[src/hdl/pmcs_defines.vh]
// Constants for the power-managed clock status block
`ifndef PMCS_DEFINES_VH
`define PMCS_DEFINES_VH

// ****************************************
// Register map (Avalon word addresses, byte = 4 x index)
// ****************************************
`define PMCS_ADDR_W        3
`define PMCS_REG_CTRL      3'h0
`define PMCS_REG_STATUS    3'h1
`define PMCS_REG_CMD       3'h2
`define PMCS_REG_CONFIG    3'h3

// ****************************************
// Control register fields
// ****************************************
`define PMCS_CTRL_SRC_LSB  0
`define PMCS_CTRL_IDLE_BIT 7
`define PMCS_CTRL_RST      8'h00

// ****************************************
// Clock source select encodings
// ****************************************
`define PMCS_SRC_PRIMARY   2'h0
`define PMCS_SRC_SECONDARY 2'h1
`define PMCS_SRC_INTERNAL  2'h2
`define PMCS_SRC_INTERNAL2 2'h3

// ****************************************
// Oscillator configuration field: internal-block-as-primary code and reset value
// ****************************************
`define PMCS_CFG_INT_PRI   4'h8
`define PMCS_CFG_RST       4'h2

// ****************************************
// Status bit positions
// ****************************************
`define PMCS_ST_PRI_BIT    3
`define PMCS_ST_INT_BIT    2
`define PMCS_ST_SEC_BIT    6
`define PMCS_ST_BUSY_BIT   0
`define PMCS_ST_IDLE_BIT   4
`define PMCS_ST_SLEEP_BIT  5

// ****************************************
// Switch timing in source cycles
// ****************************************
`define PMCS_OLD_CYCLES    2
`define PMCS_NEW_CYCLES    4
// Reference edges before the two-speed strap synchroniser holds a valid value
`define PMCS_STRAP_WAIT    2'h2

`endif

[src/hdl/pmcs_edge_count.v]
// Counts rising edges of a synchronised oscillator tick, saturating at all ones
`timescale 1ns/1ps
`default_nettype none

module pmcs_edge_count #(
  parameter WIDTH = 3
) (
  input  wire             i_ref_clk,
  input  wire             i_srst,
  input  wire             i_clear,
  input  wire             i_tick_async,
  output wire [WIDTH-1:0] o_count
);

  reg             sync1_ff;
  reg             sync2_ff;
  reg             prev_ff;
  reg [WIDTH-1:0] cnt_ff;

  // ****************************************
  // Two-flop synchroniser, edge detect on the second flop only
  // ****************************************
  always @(posedge i_ref_clk) begin
    if (i_srst) begin
      sync1_ff <= 1'b0;
      sync2_ff <= 1'b0;
      prev_ff  <= 1'b0;
      cnt_ff   <= {WIDTH{1'b0}};
    end else begin
      sync1_ff <= i_tick_async;
      sync2_ff <= sync1_ff;
      prev_ff  <= sync2_ff;
      // Saturate so a slow clear never wraps the count
      if (i_clear)
        cnt_ff <= {WIDTH{1'b0}};
      else if (sync2_ff && !prev_ff && !(&cnt_ff))
        cnt_ff <= cnt_ff + {{(WIDTH-1){1'b0}}, 1'b1};
    end
  end

  assign o_count = cnt_ff;

endmodule // pmcs_edge_count

`default_nettype wire

[src/hdl/pmcs_clock_status.v]
// Power-managed clock source selection, switch timing and status flags
//
// Implementation choices: the Avalon-MM slave port and the register offsets.
`timescale 1ns/1ps
`default_nettype none
`include "pmcs_defines.vh"

module pmcs_clock_status #(
  parameter OLD_CYCLES = `PMCS_OLD_CYCLES,
  parameter NEW_CYCLES = `PMCS_NEW_CYCLES
) (
  input  wire                     i_ref_clk,
  input  wire                     i_srst,
  // Avalon-MM slave
  input  wire [`PMCS_ADDR_W-1:0]  i_avs_address,
  input  wire                     i_avs_read,
  input  wire                     i_avs_write,
  input  wire [31:0]              i_avs_writedata,
  output reg  [31:0]              o_avs_readdata,
  output wire                     o_avs_waitrequest,
  // Oscillator side (asynchronous)
  input  wire                     i_pri_osc_tick,
  input  wire                     i_sec_osc_tick,
  input  wire                     i_int_osc_tick,
  input  wire                     i_int_osc_stable,
  input  wire                     i_pri_osc_ready,
  input  wire                     i_two_speed_en,
  // Core side
  input  wire                     i_powerdown,
  input  wire                     i_wake,
  output reg                      o_pri_osc_en,
  output reg  [1:0]               o_clk_sel,
  output reg                      o_cpu_clk_en,
  output reg                      o_periph_clk_en
);

  localparam ST_RUN    = 2'h0;
  localparam ST_OLD    = 2'h1;
  localparam ST_NEW    = 2'h2;
  localparam ST_SLEEP  = 2'h3;

  reg  [7:0] ctrl_ff;
  reg  [3:0] osc_cfg_ff;
  reg  [1:0] state_ff;
  reg  [1:0] nxt_state;
  reg  [1:0] cur_src_ff;
  reg  [1:0] tgt_src_ff;
  reg        idle_ff;
  reg        pri_flag_ff;
  reg        int_flag_ff;
  reg        sec_flag_ff;
  reg        cfg_seen_ff;
  reg  [1:0] cfg_wait_ff;
  reg        stab1_ff;
  reg        stab2_ff;
  reg        rdy1_ff;
  reg        rdy2_ff;
  reg        ts1_ff;
  reg        ts2_ff;
  reg        clr_cnt;
  reg        old_tick;
  reg        new_tick;
  wire [2:0] cnt_pri;
  wire [2:0] cnt_sec;
  wire [2:0] cnt_int;
  wire [1:0] sel_src;
  wire       idle_sel;
  wire       int_as_pri;
  wire [2:0] old_cnt;
  wire [2:0] new_cnt;
  wire       new_ready;

  assign sel_src    = ctrl_ff[`PMCS_CTRL_SRC_LSB +: 2];
  assign idle_sel   = ctrl_ff[`PMCS_CTRL_IDLE_BIT];
  assign int_as_pri = (osc_cfg_ff == `PMCS_CFG_INT_PRI);

  // Registers answer in the same cycle, so no wait state is needed
  assign o_avs_waitrequest = 1'b0;

  // ****************************************
  // Oscillator edge counters
  // ****************************************
  pmcs_edge_count #(.WIDTH(3)) u_cnt_pri (
    .i_ref_clk    (i_ref_clk),
    .i_srst       (i_srst),
    .i_clear      (clr_cnt),
    .i_tick_async (i_pri_osc_tick),
    .o_count      (cnt_pri)
  );

  pmcs_edge_count #(.WIDTH(3)) u_cnt_sec (
    .i_ref_clk    (i_ref_clk),
    .i_srst       (i_srst),
    .i_clear      (clr_cnt),
    .i_tick_async (i_sec_osc_tick),
    .o_count      (cnt_sec)
  );

  pmcs_edge_count #(.WIDTH(3)) u_cnt_int (
    .i_ref_clk    (i_ref_clk),
    .i_srst       (i_srst),
    .i_clear      (clr_cnt),
    .i_tick_async (i_int_osc_tick),
    .o_count      (cnt_int)
  );

  // Pick the counts belonging to the outgoing and incoming source
  function [2:0] pick_cnt;
    input [1:0] src;
    input [2:0] cp;
    input [2:0] cs;
    input [2:0] ci;
    begin
      case (src)
        `PMCS_SRC_PRIMARY:   pick_cnt = cp;
        `PMCS_SRC_SECONDARY: pick_cnt = cs;
        default:             pick_cnt = ci;
      endcase
    end
  endfunction

  assign old_cnt = pick_cnt(cur_src_ff, cnt_pri, cnt_sec, cnt_int);
  assign new_cnt = pick_cnt(tgt_src_ff, cnt_pri, cnt_sec, cnt_int);
  // New source must be ready before the switch completes; the secondary needs no ready signal
  assign new_ready = (tgt_src_ff == `PMCS_SRC_PRIMARY)   ? (rdy2_ff || int_as_pri) :
                     (tgt_src_ff == `PMCS_SRC_SECONDARY) ? 1'b1 : stab2_ff;

  // ****************************************
  // Level synchronisers for oscillator status pins and the two-speed strap
  // ****************************************
  always @(posedge i_ref_clk) begin
    if (i_srst) begin
      stab1_ff <= 1'b0;
      stab2_ff <= 1'b0;
      rdy1_ff  <= 1'b0;
      rdy2_ff  <= 1'b0;
      ts1_ff   <= 1'b0;
      ts2_ff   <= 1'b0;
    end else begin
      stab1_ff <= i_int_osc_stable;
      stab2_ff <= stab1_ff;
      rdy1_ff  <= i_pri_osc_ready;
      rdy2_ff  <= rdy1_ff;
      ts1_ff   <= i_two_speed_en;
      ts2_ff   <= ts1_ff;
    end
  end

  // ****************************************
  // Avalon register writes and read mux
  // ****************************************
  always @(posedge i_ref_clk) begin
    if (i_srst) begin
      ctrl_ff    <= `PMCS_CTRL_RST;
      osc_cfg_ff <= `PMCS_CFG_RST;
    end else if (i_avs_write) begin
      if (i_avs_address == `PMCS_REG_CTRL)
        ctrl_ff <= i_avs_writedata[7:0];
      else if (i_avs_address == `PMCS_REG_CONFIG)
        osc_cfg_ff <= i_avs_writedata[3:0];
    end
  end

  always @* begin
    o_avs_readdata = 32'h0000_0000;
    case (i_avs_address)
      `PMCS_REG_CTRL:   o_avs_readdata = {24'h00_0000, ctrl_ff};
      `PMCS_REG_CONFIG: o_avs_readdata = {28'h000_0000, osc_cfg_ff};
      `PMCS_REG_STATUS: begin
        o_avs_readdata[`PMCS_ST_PRI_BIT]   = pri_flag_ff;
        o_avs_readdata[`PMCS_ST_INT_BIT]   = int_flag_ff;
        o_avs_readdata[`PMCS_ST_SEC_BIT]   = sec_flag_ff;
        o_avs_readdata[`PMCS_ST_BUSY_BIT]  = (state_ff == ST_OLD) || (state_ff == ST_NEW);
        o_avs_readdata[`PMCS_ST_IDLE_BIT]  = idle_ff;
        o_avs_readdata[`PMCS_ST_SLEEP_BIT] = (state_ff == ST_SLEEP);
      end
      default:          o_avs_readdata = 32'h0000_0000;
    endcase
  end

  // ****************************************
  // Switch sequencer next state
  // ****************************************
  always @* begin
    nxt_state = state_ff;
    clr_cnt   = 1'b0;
    old_tick  = (old_cnt >= OLD_CYCLES[2:0]);
    new_tick  = (new_cnt >= NEW_CYCLES[2:0]);
    case (state_ff)
      ST_RUN: begin
        // Power-down wins over a pending switch
        if (i_powerdown && !idle_sel)
          nxt_state = ST_SLEEP;
        else if (!i_powerdown && !idle_ff && sel_src != cur_src_ff) begin
          nxt_state = ST_OLD;
          clr_cnt   = 1'b1;
        end
      end
      ST_OLD: if (old_tick) begin
        nxt_state = ST_NEW;
        clr_cnt   = 1'b1;
      end
      ST_NEW: if (new_ready && new_tick)
        nxt_state = ST_RUN;
      ST_SLEEP: if (i_wake) begin
        nxt_state = ST_NEW;
        clr_cnt   = 1'b1;
      end
      default: nxt_state = ST_RUN;
    endcase
  end

  // ****************************************
  // Sequencer, source tracking and status flags
  // ****************************************
  always @(posedge i_ref_clk) begin
    if (i_srst) begin
      state_ff        <= ST_NEW;
      cur_src_ff      <= `PMCS_SRC_PRIMARY;
      tgt_src_ff      <= `PMCS_SRC_PRIMARY;
      idle_ff         <= 1'b0;
      pri_flag_ff     <= 1'b0;
      int_flag_ff     <= 1'b0;
      sec_flag_ff     <= 1'b0;
      cfg_seen_ff     <= 1'b0;
      cfg_wait_ff     <= 2'h0;
      o_pri_osc_en    <= 1'b1;
      o_clk_sel       <= `PMCS_SRC_INTERNAL;
      o_cpu_clk_en    <= 1'b0;
      o_periph_clk_en <= 1'b0;
    end else begin
      state_ff <= nxt_state;
      // Two-speed start-up: run from internal while primary warms up
      // The strap is read only once its two-flop synchroniser has filled
      if (!cfg_seen_ff) begin
        if (cfg_wait_ff == `PMCS_STRAP_WAIT) begin
          cfg_seen_ff <= 1'b1;
          if (ts2_ff)
            tgt_src_ff <= `PMCS_SRC_INTERNAL;
        end else begin
          cfg_wait_ff <= cfg_wait_ff + 2'h1;
        end
      end
      if (state_ff == ST_RUN && nxt_state == ST_OLD)
        tgt_src_ff <= sel_src;
      // Idle entry stops only the CPU, flags are left alone
      if (state_ff == ST_RUN && i_powerdown && idle_sel) begin
        idle_ff      <= 1'b1;
        o_cpu_clk_en <= 1'b0;
      end
      if (i_wake && idle_ff) begin
        idle_ff      <= 1'b0;
        o_cpu_clk_en <= 1'b1;
      end
      if (nxt_state == ST_SLEEP) begin
        // Sleep stops both core clocks and clears every flag together
        o_cpu_clk_en    <= 1'b0;
        o_periph_clk_en <= 1'b0;
        pri_flag_ff     <= 1'b0;
        int_flag_ff     <= 1'b0;
        sec_flag_ff     <= 1'b0;
        tgt_src_ff      <= sel_src;
      end
      // Mux select moves only at completion, so it never runs ahead of the flags
      if (state_ff == ST_NEW && nxt_state == ST_RUN) begin
        cur_src_ff      <= tgt_src_ff;
        o_clk_sel       <= tgt_src_ff;
        o_cpu_clk_en    <= 1'b1;
        o_periph_clk_en <= 1'b1;
        o_pri_osc_en    <= (tgt_src_ff == `PMCS_SRC_PRIMARY);
        // All flags written in the completing cycle, never piecemeal
        pri_flag_ff <= (tgt_src_ff == `PMCS_SRC_PRIMARY);
        sec_flag_ff <= (tgt_src_ff == `PMCS_SRC_SECONDARY);
        int_flag_ff <= stab2_ff &&
                       ((tgt_src_ff[1]) ||
                        (tgt_src_ff == `PMCS_SRC_PRIMARY && int_as_pri));
      end else if (state_ff == ST_RUN && !idle_ff) begin
        // Internal block losing stability drops its flag at once
        if (!stab2_ff && (cur_src_ff[1] || int_as_pri))
          int_flag_ff <= 1'b0;
      end
      // Primary oscillator requested during the switch back to it
      if (state_ff == ST_OLD && tgt_src_ff == `PMCS_SRC_PRIMARY)
        o_pri_osc_en <= 1'b1;
    end
  end

endmodule // pmcs_clock_status

`default_nettype wire

[config.mk]
export PLATFORM = sky130hd
export DESIGN_NAME = pmcs_clock_status
export DESIGN_NICKNAME = d
export VERILOG_FILES = /design/src/hdl/pmcs_edge_count.v /design/src/hdl/pmcs_clock_status.v
export VERILOG_INCLUDE_DIRS = /design/src /design/src/hdl
export SDC_FILE = /design/constraint.sdc
export NUM_CORES = 1
export LEC_CHECK = 0
export BUFFER_PORTS_ARGS = -buffer_cell sky130_fd_sc_hd__buf_4
export CAP_MARGIN = 20
export CORE_AREA = 5 5 69 102
export CTS_BUF_LIST = sky130_fd_sc_hd__clkbuf_16
export DETAILED_ROUTE_END_ITERATION = 7
export DIE_AREA = 0 0 74 107
export PLACE_DENSITY = 0.73
export RECOVER_POWER = 100
export SYNTH_ARGS = -nofsm -noshare
export SYNTH_HDL_FRONTEND = slang
export SYNTH_SLANG_ARGS = --single-unit
[constraint.sdc]
create_clock -name i_ref_clk -period 2.3 [get_ports i_ref_clk]
set_input_delay 0.345 -clock i_ref_clk [delete_from_list [all_inputs] [get_ports i_ref_clk]]
set_output_delay 0.345 -clock i_ref_clk [all_outputs]
set_load 0.05 [all_outputs]
# ---- Word-level counts from Yosys, hierarchy flattened
# Index checks and enable logic that the tools add are counted.
# W data, S select, Z words.
dict set report totals {
  in_bits 47
  wordCells 146
  regBits 54
  out_inout_bits 38
}
dict set report op_classes {
  bitwise 3
  n_mux 38
  n_lt_le_gt_ge 2
  n_reduce_logical 53
  eq_ne 13
  add_sub_neg 4
}
# cell n
set op_table {}
lappend op_table {{$mux W1} 21}
lappend op_table {{$logic_and A1 B1 Y1} 20}
lappend op_table {{$mux W2} 10}
lappend op_table {{$pmux W5 S3} 1}
lappend op_table {{$reduce_and A3 Y1} 5}
lappend op_table {{$pmux W3 S2} 2}
lappend op_table {{$logic_not A1 Y1} 10}
lappend op_table {{$add A3 B1 Y3 const B} 3}
lappend op_table {{$eq A2 B1 Y1 const B} 4}
lappend op_table {{$eq A2 B2 Y1 const B} 4}
lappend op_table {{$logic_not A2 Y1} 4}
lappend op_table {{$pmux W2 S4} 1}
lappend op_table {{$pmux W1 S3} 2}
lappend op_table {{$reduce_bool A3 Y1} 2}
lappend op_table {{$reduce_or A2 Y1} 3}
lappend op_table {{$eq A4 B4 Y1 const B} 1}
lappend op_table {{$logic_or A1 B1 Y1} 4}
lappend op_table {{$reduce_and A2 Y1} 2}
lappend op_table {{$reduce_bool A4 Y1} 1}
lappend op_table {{$eq A3 B1 Y1 const B} 1}
lappend op_table {{$eq A3 B2 Y1 const B} 1}
lappend op_table {{$ge A3 B2 Y1 const B} 1}
lappend op_table {{$ge A3 B3 Y1 const B} 1}
lappend op_table {{$logic_not A3 Y1} 1}
lappend op_table {{other kinds (6)} 8}

# ---- Longest topological paths before layout
dict set report logic_depth {
  word_depth 11
  depth_mapped 10
  ltp_nobuf 8
}

# ---- Hierarchy
# Synthesis repeated with hierarchy kept, for this count alone.
dict set report unflattened {
  cells_unflattened 301
  area_unflattened_um2 2844.0
}
# module area_per_inst_um2 seq_area_each_um2 cells_per_inst instances
set modules_own_cells {}
lappend modules_own_cells {pmcs_clock_status 2044.5 700.7 235 1}
lappend modules_own_cells {pmcs_edge_count 266.5 120.1 22 3}

# ---- Least setup slack after synthesis
# OpenSTA, ideal clock, no wires.
dict set report synth_path {
  kind {input port to output port}
  startpoint {in i_avs_address[0]}
  endpoint {out o_avs_readdata[7]}
  t_arrival_ps 2263
  slack_ps -308
  path_stages 2
  path_buffers 1
  required_time_ps 1955
  path_cell_list {buf_1 nor4b_1}
}
dict set report synth_between {
  elab_chain_len 2
}
# item line_no
set synth_rtl {}
lappend synth_rtl {{start: declaration} pmcs_clock_status.v:15} ;# input wire [`PMCS_ADDR_W-1:0] i_avs_address,
lappend synth_rtl {{$logic_not A3 Y1} pmcs_clock_status.v:166} ;# case (i_avs_address)
lappend synth_rtl {{$mux W1} pmcs_clock_status.v:166}
lappend synth_rtl {{end: declaration} pmcs_clock_status.v:19} ;# output reg [31:0] o_avs_readdata,
# No other way between the ends.

# ---- Worst setup path after layout
dict set report layout_path {
  startpoint {reg cur_src_ff[1]}
  endpoint {reg pri_flag_ff}
}
dict set report layout_between {
  elab_chain_len 8
  word_cells_on_any_way 15
  cone_classes {1 x order compare; 3 x eq/ne; 6 x mux; 5 x reduce/logical}
}
# item line_no
set layout_rtl {}
lappend layout_rtl {{start: declaration} pmcs_clock_status.v:46} ;# reg [1:0] cur_src_ff;
lappend layout_rtl {{start signal: assignment} pmcs_clock_status.v:219} ;# cur_src_ff <= `PMCS_SRC_PRIMARY;
lappend layout_rtl {{start signal: assignment} pmcs_clock_status.v:266} ;# cur_src_ff <= tgt_src_ff;
lappend layout_rtl {{$eq A2 B1 Y1 (tied with other cells)} pmcs_clock_status.v:114} ;# case (src)
lappend layout_rtl {{$pmux W3 S2 / $logic_and A1 B1 Y1 (equally long branches)} {pmcs_clock_status.v:114, pmcs_clock_status.v:194}}
lappend layout_rtl {{$ge A3 B2 Y1 / $mux W2 (equally long branches)} {pmcs_clock_status.v:187, pmcs_clock_status.v:194}}
lappend layout_rtl {{$mux W2, on equally long branches} {pmcs_clock_status.v:199, pmcs_clock_status.v:192}}
lappend layout_rtl {{$pmux W2 S4 (*)} pmcs_clock_status.v:189} ;# case (state_ff)
lappend layout_rtl {{$logic_not A2 Y1} pmcs_clock_status.v:265} ;# if (state_ff == ST_NEW && nxt_state == ST_RUN) begin
lappend layout_rtl {{$logic_and A1 B1 Y1} pmcs_clock_status.v:265}
lappend layout_rtl {{$mux W1 / $reduce_bool A2 Y1 (equally long branches)} -}
lappend layout_rtl {{end signal: assignment} pmcs_clock_status.v:272} ;# pri_flag_ff <= (tgt_src_ff == `PMCS_SRC_PRIMARY);
lappend layout_rtl {{end: declaration} pmcs_clock_status.v:49} ;# reg pri_flag_ff;
# Mark *: on every way between the ends. The rest lies on a longest branch, timed or not.
# A chain may end at the register's enable or synchronous reset.

==> results.json <==
{
  "slew_viol_final": 0,
  "numPortBuffers": 34,
  "core_area_um2": 6090,
  "max_stage_delay_ns": 0.47,
  "cts_sinks": 53,
  "p_leak_nw": 1.28,
  "hold_viol": 0,
  "grt_pass1_wl_um": 8860,
  "final_layout_size_suffix_gt1_share_pct": 17.3,
  "crit_chain": "nor4b_1 > o31ai_1 > nor4bb_1 > o221ai_2 > buf_6 > or3_1 > a21oi_1",
  "ant_nets": 0,
  "grt_pass1_vias": 1934,
  "yosysTopAreaCellShare_pct": 40.4,
  "synth_cell_type_count": 47,
  "drc_errors": 0,
  "fin_crit_sh_pct": 95.4,
  "drt_wl_total_um": 5350,
  "max_slew.worst_pin.slew_ns": 0.618,
  "ys_warn_count": 0,
  "first_pass_iters": 4,
  "reg2reg_depth": 7,
  "min_path_cells": 2,
  "cts.clk_slew.worst_paths_ns": 0.07,
  "grt_overflow": 0,
  "cts_tree": "built",
  "power_density_nw_per_um2": 668,
  "synthToLayoutAreaGrowth_pct": 15.6,
  "setup_ws_ns": 0.105,
  "fmax_mhz": 456,
  "crit_required_ns": 2.52,
  "ys_seq_area_share_pct": 40.4,
  "final_net_count": 387,
  "ys_top_cells_by_area": "dfxtp_1 (40%), buf_4 (7.7%), mux2i_1 (6.9%)",
  "outcome": "finished, final reports clean",
  "antenna_found_initial": 0,
  "whs_ns": 0.263,
  "ys_seq_elements": 53,
  "cts_inserted_buffers": 5,
  "die_w_um": 74,
  "htreeDepth": 2,
  "tns_ns": 0,
  "die_y_um": 107,
  "synth_edf_count": 0,
  "final_cell_mix": "dfxtp_1 (52), buf_4 (38), nor2_1 (33), conb_1 (25), nand2_1 (23)",
  "period_needed_ns": 2.20,
  "p_total_mw": 2.03,
  "grt_max_degree": 49,
  "min_path_type": "input port to register",
  "synth_flop_cell": "dfxtp_1",
  "cp-start-kind": "register",
  "cp.arrival_ns": 2.42,
  "dieArea_um2": 7920,
  "diodes": 0,
  "synth_top_area_cell": "dfxtp_1",
  "cts_root_buffer": "clkbuf_16",
  "drt_iter0_drc": 87,
  "wl_per_cell_um": 13.3,
  "relSlewSlack_pct": 58.4,
  "place_ws_ns": 0.0129,
  "via_per_inst": 5.11,
  "critPathKind": "register to register",
  "end_kind": "register",
  "final_common_cell": "dfxtp_1",
  "setup_viol": 0,
  "rows": 35,
  "place_hpwl_um": 4080,
  "start_util_pct": 43.1,
  "worst_path_max_delay_cell": "dfxtp_1",
  "instances_no_fill": 403,
  "async_reset_ff_share_pct": 0,
  "path_max_fanout": 10,
  "placedCellCount": 395,
  "syn_area_per_cell_um2": 8.99,
  "hold_buffers": 0,
  "insertion_delay_ns": 0.29,
  "cap_violations": 0,
  "ctsLongestPathBuffers": 2,
  "finClkSkew_ns": 0.00395,
  "cts_setup_buffers": 0,
  "peakVddDrop_uv": 378,
  "place.gp.congestion": 0.803,
  "boundaryPins": 85,
  "synthesis.area_um2": 2620,
  "grt.total_usage_pct": 14.2,
  "via_count": 2060,
  "synth_cells": 292
}
## path summary, 6_finish.rpt
kind	endpoint	from	slack, ns
worst max-delay path	pri_flag_ff$_SDFFE_PP0P_	cur_src_ff[1]$_SDFFE_PP0P_	0.10
worst min-delay path	u_cnt_sec.sync1_ff$_SDFF_PP0_	i_sec_osc_tick	0.26
worst max register to register	pri_flag_ff$_SDFFE_PP0P_	cur_src_ff[1]$_SDFFE_PP0P_	0.10
worst min register to register	u_cnt_int.sync2_ff$_SDFF_PP0_	u_cnt_int.sync1_ff$_SDFF_PP0_	0.44
## layout make-up
cell class                 count  area [µm²]
fill                         609        3050
multi-input combinational    213        1380
sequential                    53        1060
timing repair buffer          44         315
clock buffer                   5         125
tap                           74        92.6
inverter                      11        41.3
clock inverter                 3        16.3
## per-stage QoR
stage	instance area, µm²	utilization (%)
after global routing	3030	49.8
after detailed placement	2890	47.4
after floorplan	2720	-
after CTS	3030	49.8
final	3030	49.8
after global placement	2890	47.4
## sequential cells by signal, summed over array words and instances (netlist names), 3 cells and up
name               cells
u_cnt_int.o_count      3
osc_cfg_ff             4
u_cnt_sec.o_count      3
ctrl_ff                8
u_cnt_pri.o_count      3
## logic make-up (layout without fill, tap and decap cells)
kind of cell	Yosys count	count (layout)	synth area share, %
other	1	25	0.143
and+or+nand+nor	103	103	19.7
xor gates and xnor gates	6	6	2.00
muxes	19	19	7.30
buffers and inverters	50	63	11.3
AOI/OAI and AO/OA	48	48	13.4
adders and majority gates	12	12	5.72
DFF	53	53	40.4
## critical path, delay by kind of cell (launching register included)
| kind | cells | cell delay (ns) |
|---|---|---|
| compound gates | 3 | 0.68 |
| flops | 1 | 0.47 |
| buf+inv | 1 | 0.17 |
| simple gates | 3 | 0.80 |
## synth_stat cells, types with 2 or more instances
cell type,count
buf_4,27
buf_1,2
and2_1,2
nor4_1,2
mux2i_1,18
o22ai_1,2
a311oi_1,2
ha_1,12
nand3_1,6
o21bai_1,2
a211o_1,2
or3_1,2
nor2_1,33
a21oi_1,17
a31oi_1,4
inv_1,11
clkbuf_1,8
a211oi_1,3
nand2_1,23
nor2b_1,16
xnor2_1,6
o41ai_1,4
nand2b_1,3
o21ai_0,2
nor4b_1,2
nor3_1,5
nor3b_1,4
dfxtp_1,53
## what timing repair did
action	CTS	global route
pin swaps	0	1
resized for setup	1	4
endpoints found under the setup margin	1	9
## power breakdown
group	switching (mW)	internal (mW)	total (mW)	leakage, nW
Sequential	0.0242	0.962	0.987	0.432
Combinational	0.211	0.0977	0.309	0.781
Clock	0.330	0.400	0.731	0.0693
## routing by layer
metal | up-vias | track usage [%] | share of wire, % | routed length (µm)
met3 | 10 | 3.19 | 6.7 | 361
li1 | 1027 | - | - | -
met2 | 63 | 25.8 | 53 | 2850
met1 | 960 | 15.2 | 38 | 2020
met5 | - | 0 | 0 | 0
met4 | 0 | 6.09 | 2.2 | 120
Power figures use the tool's default switching activity.
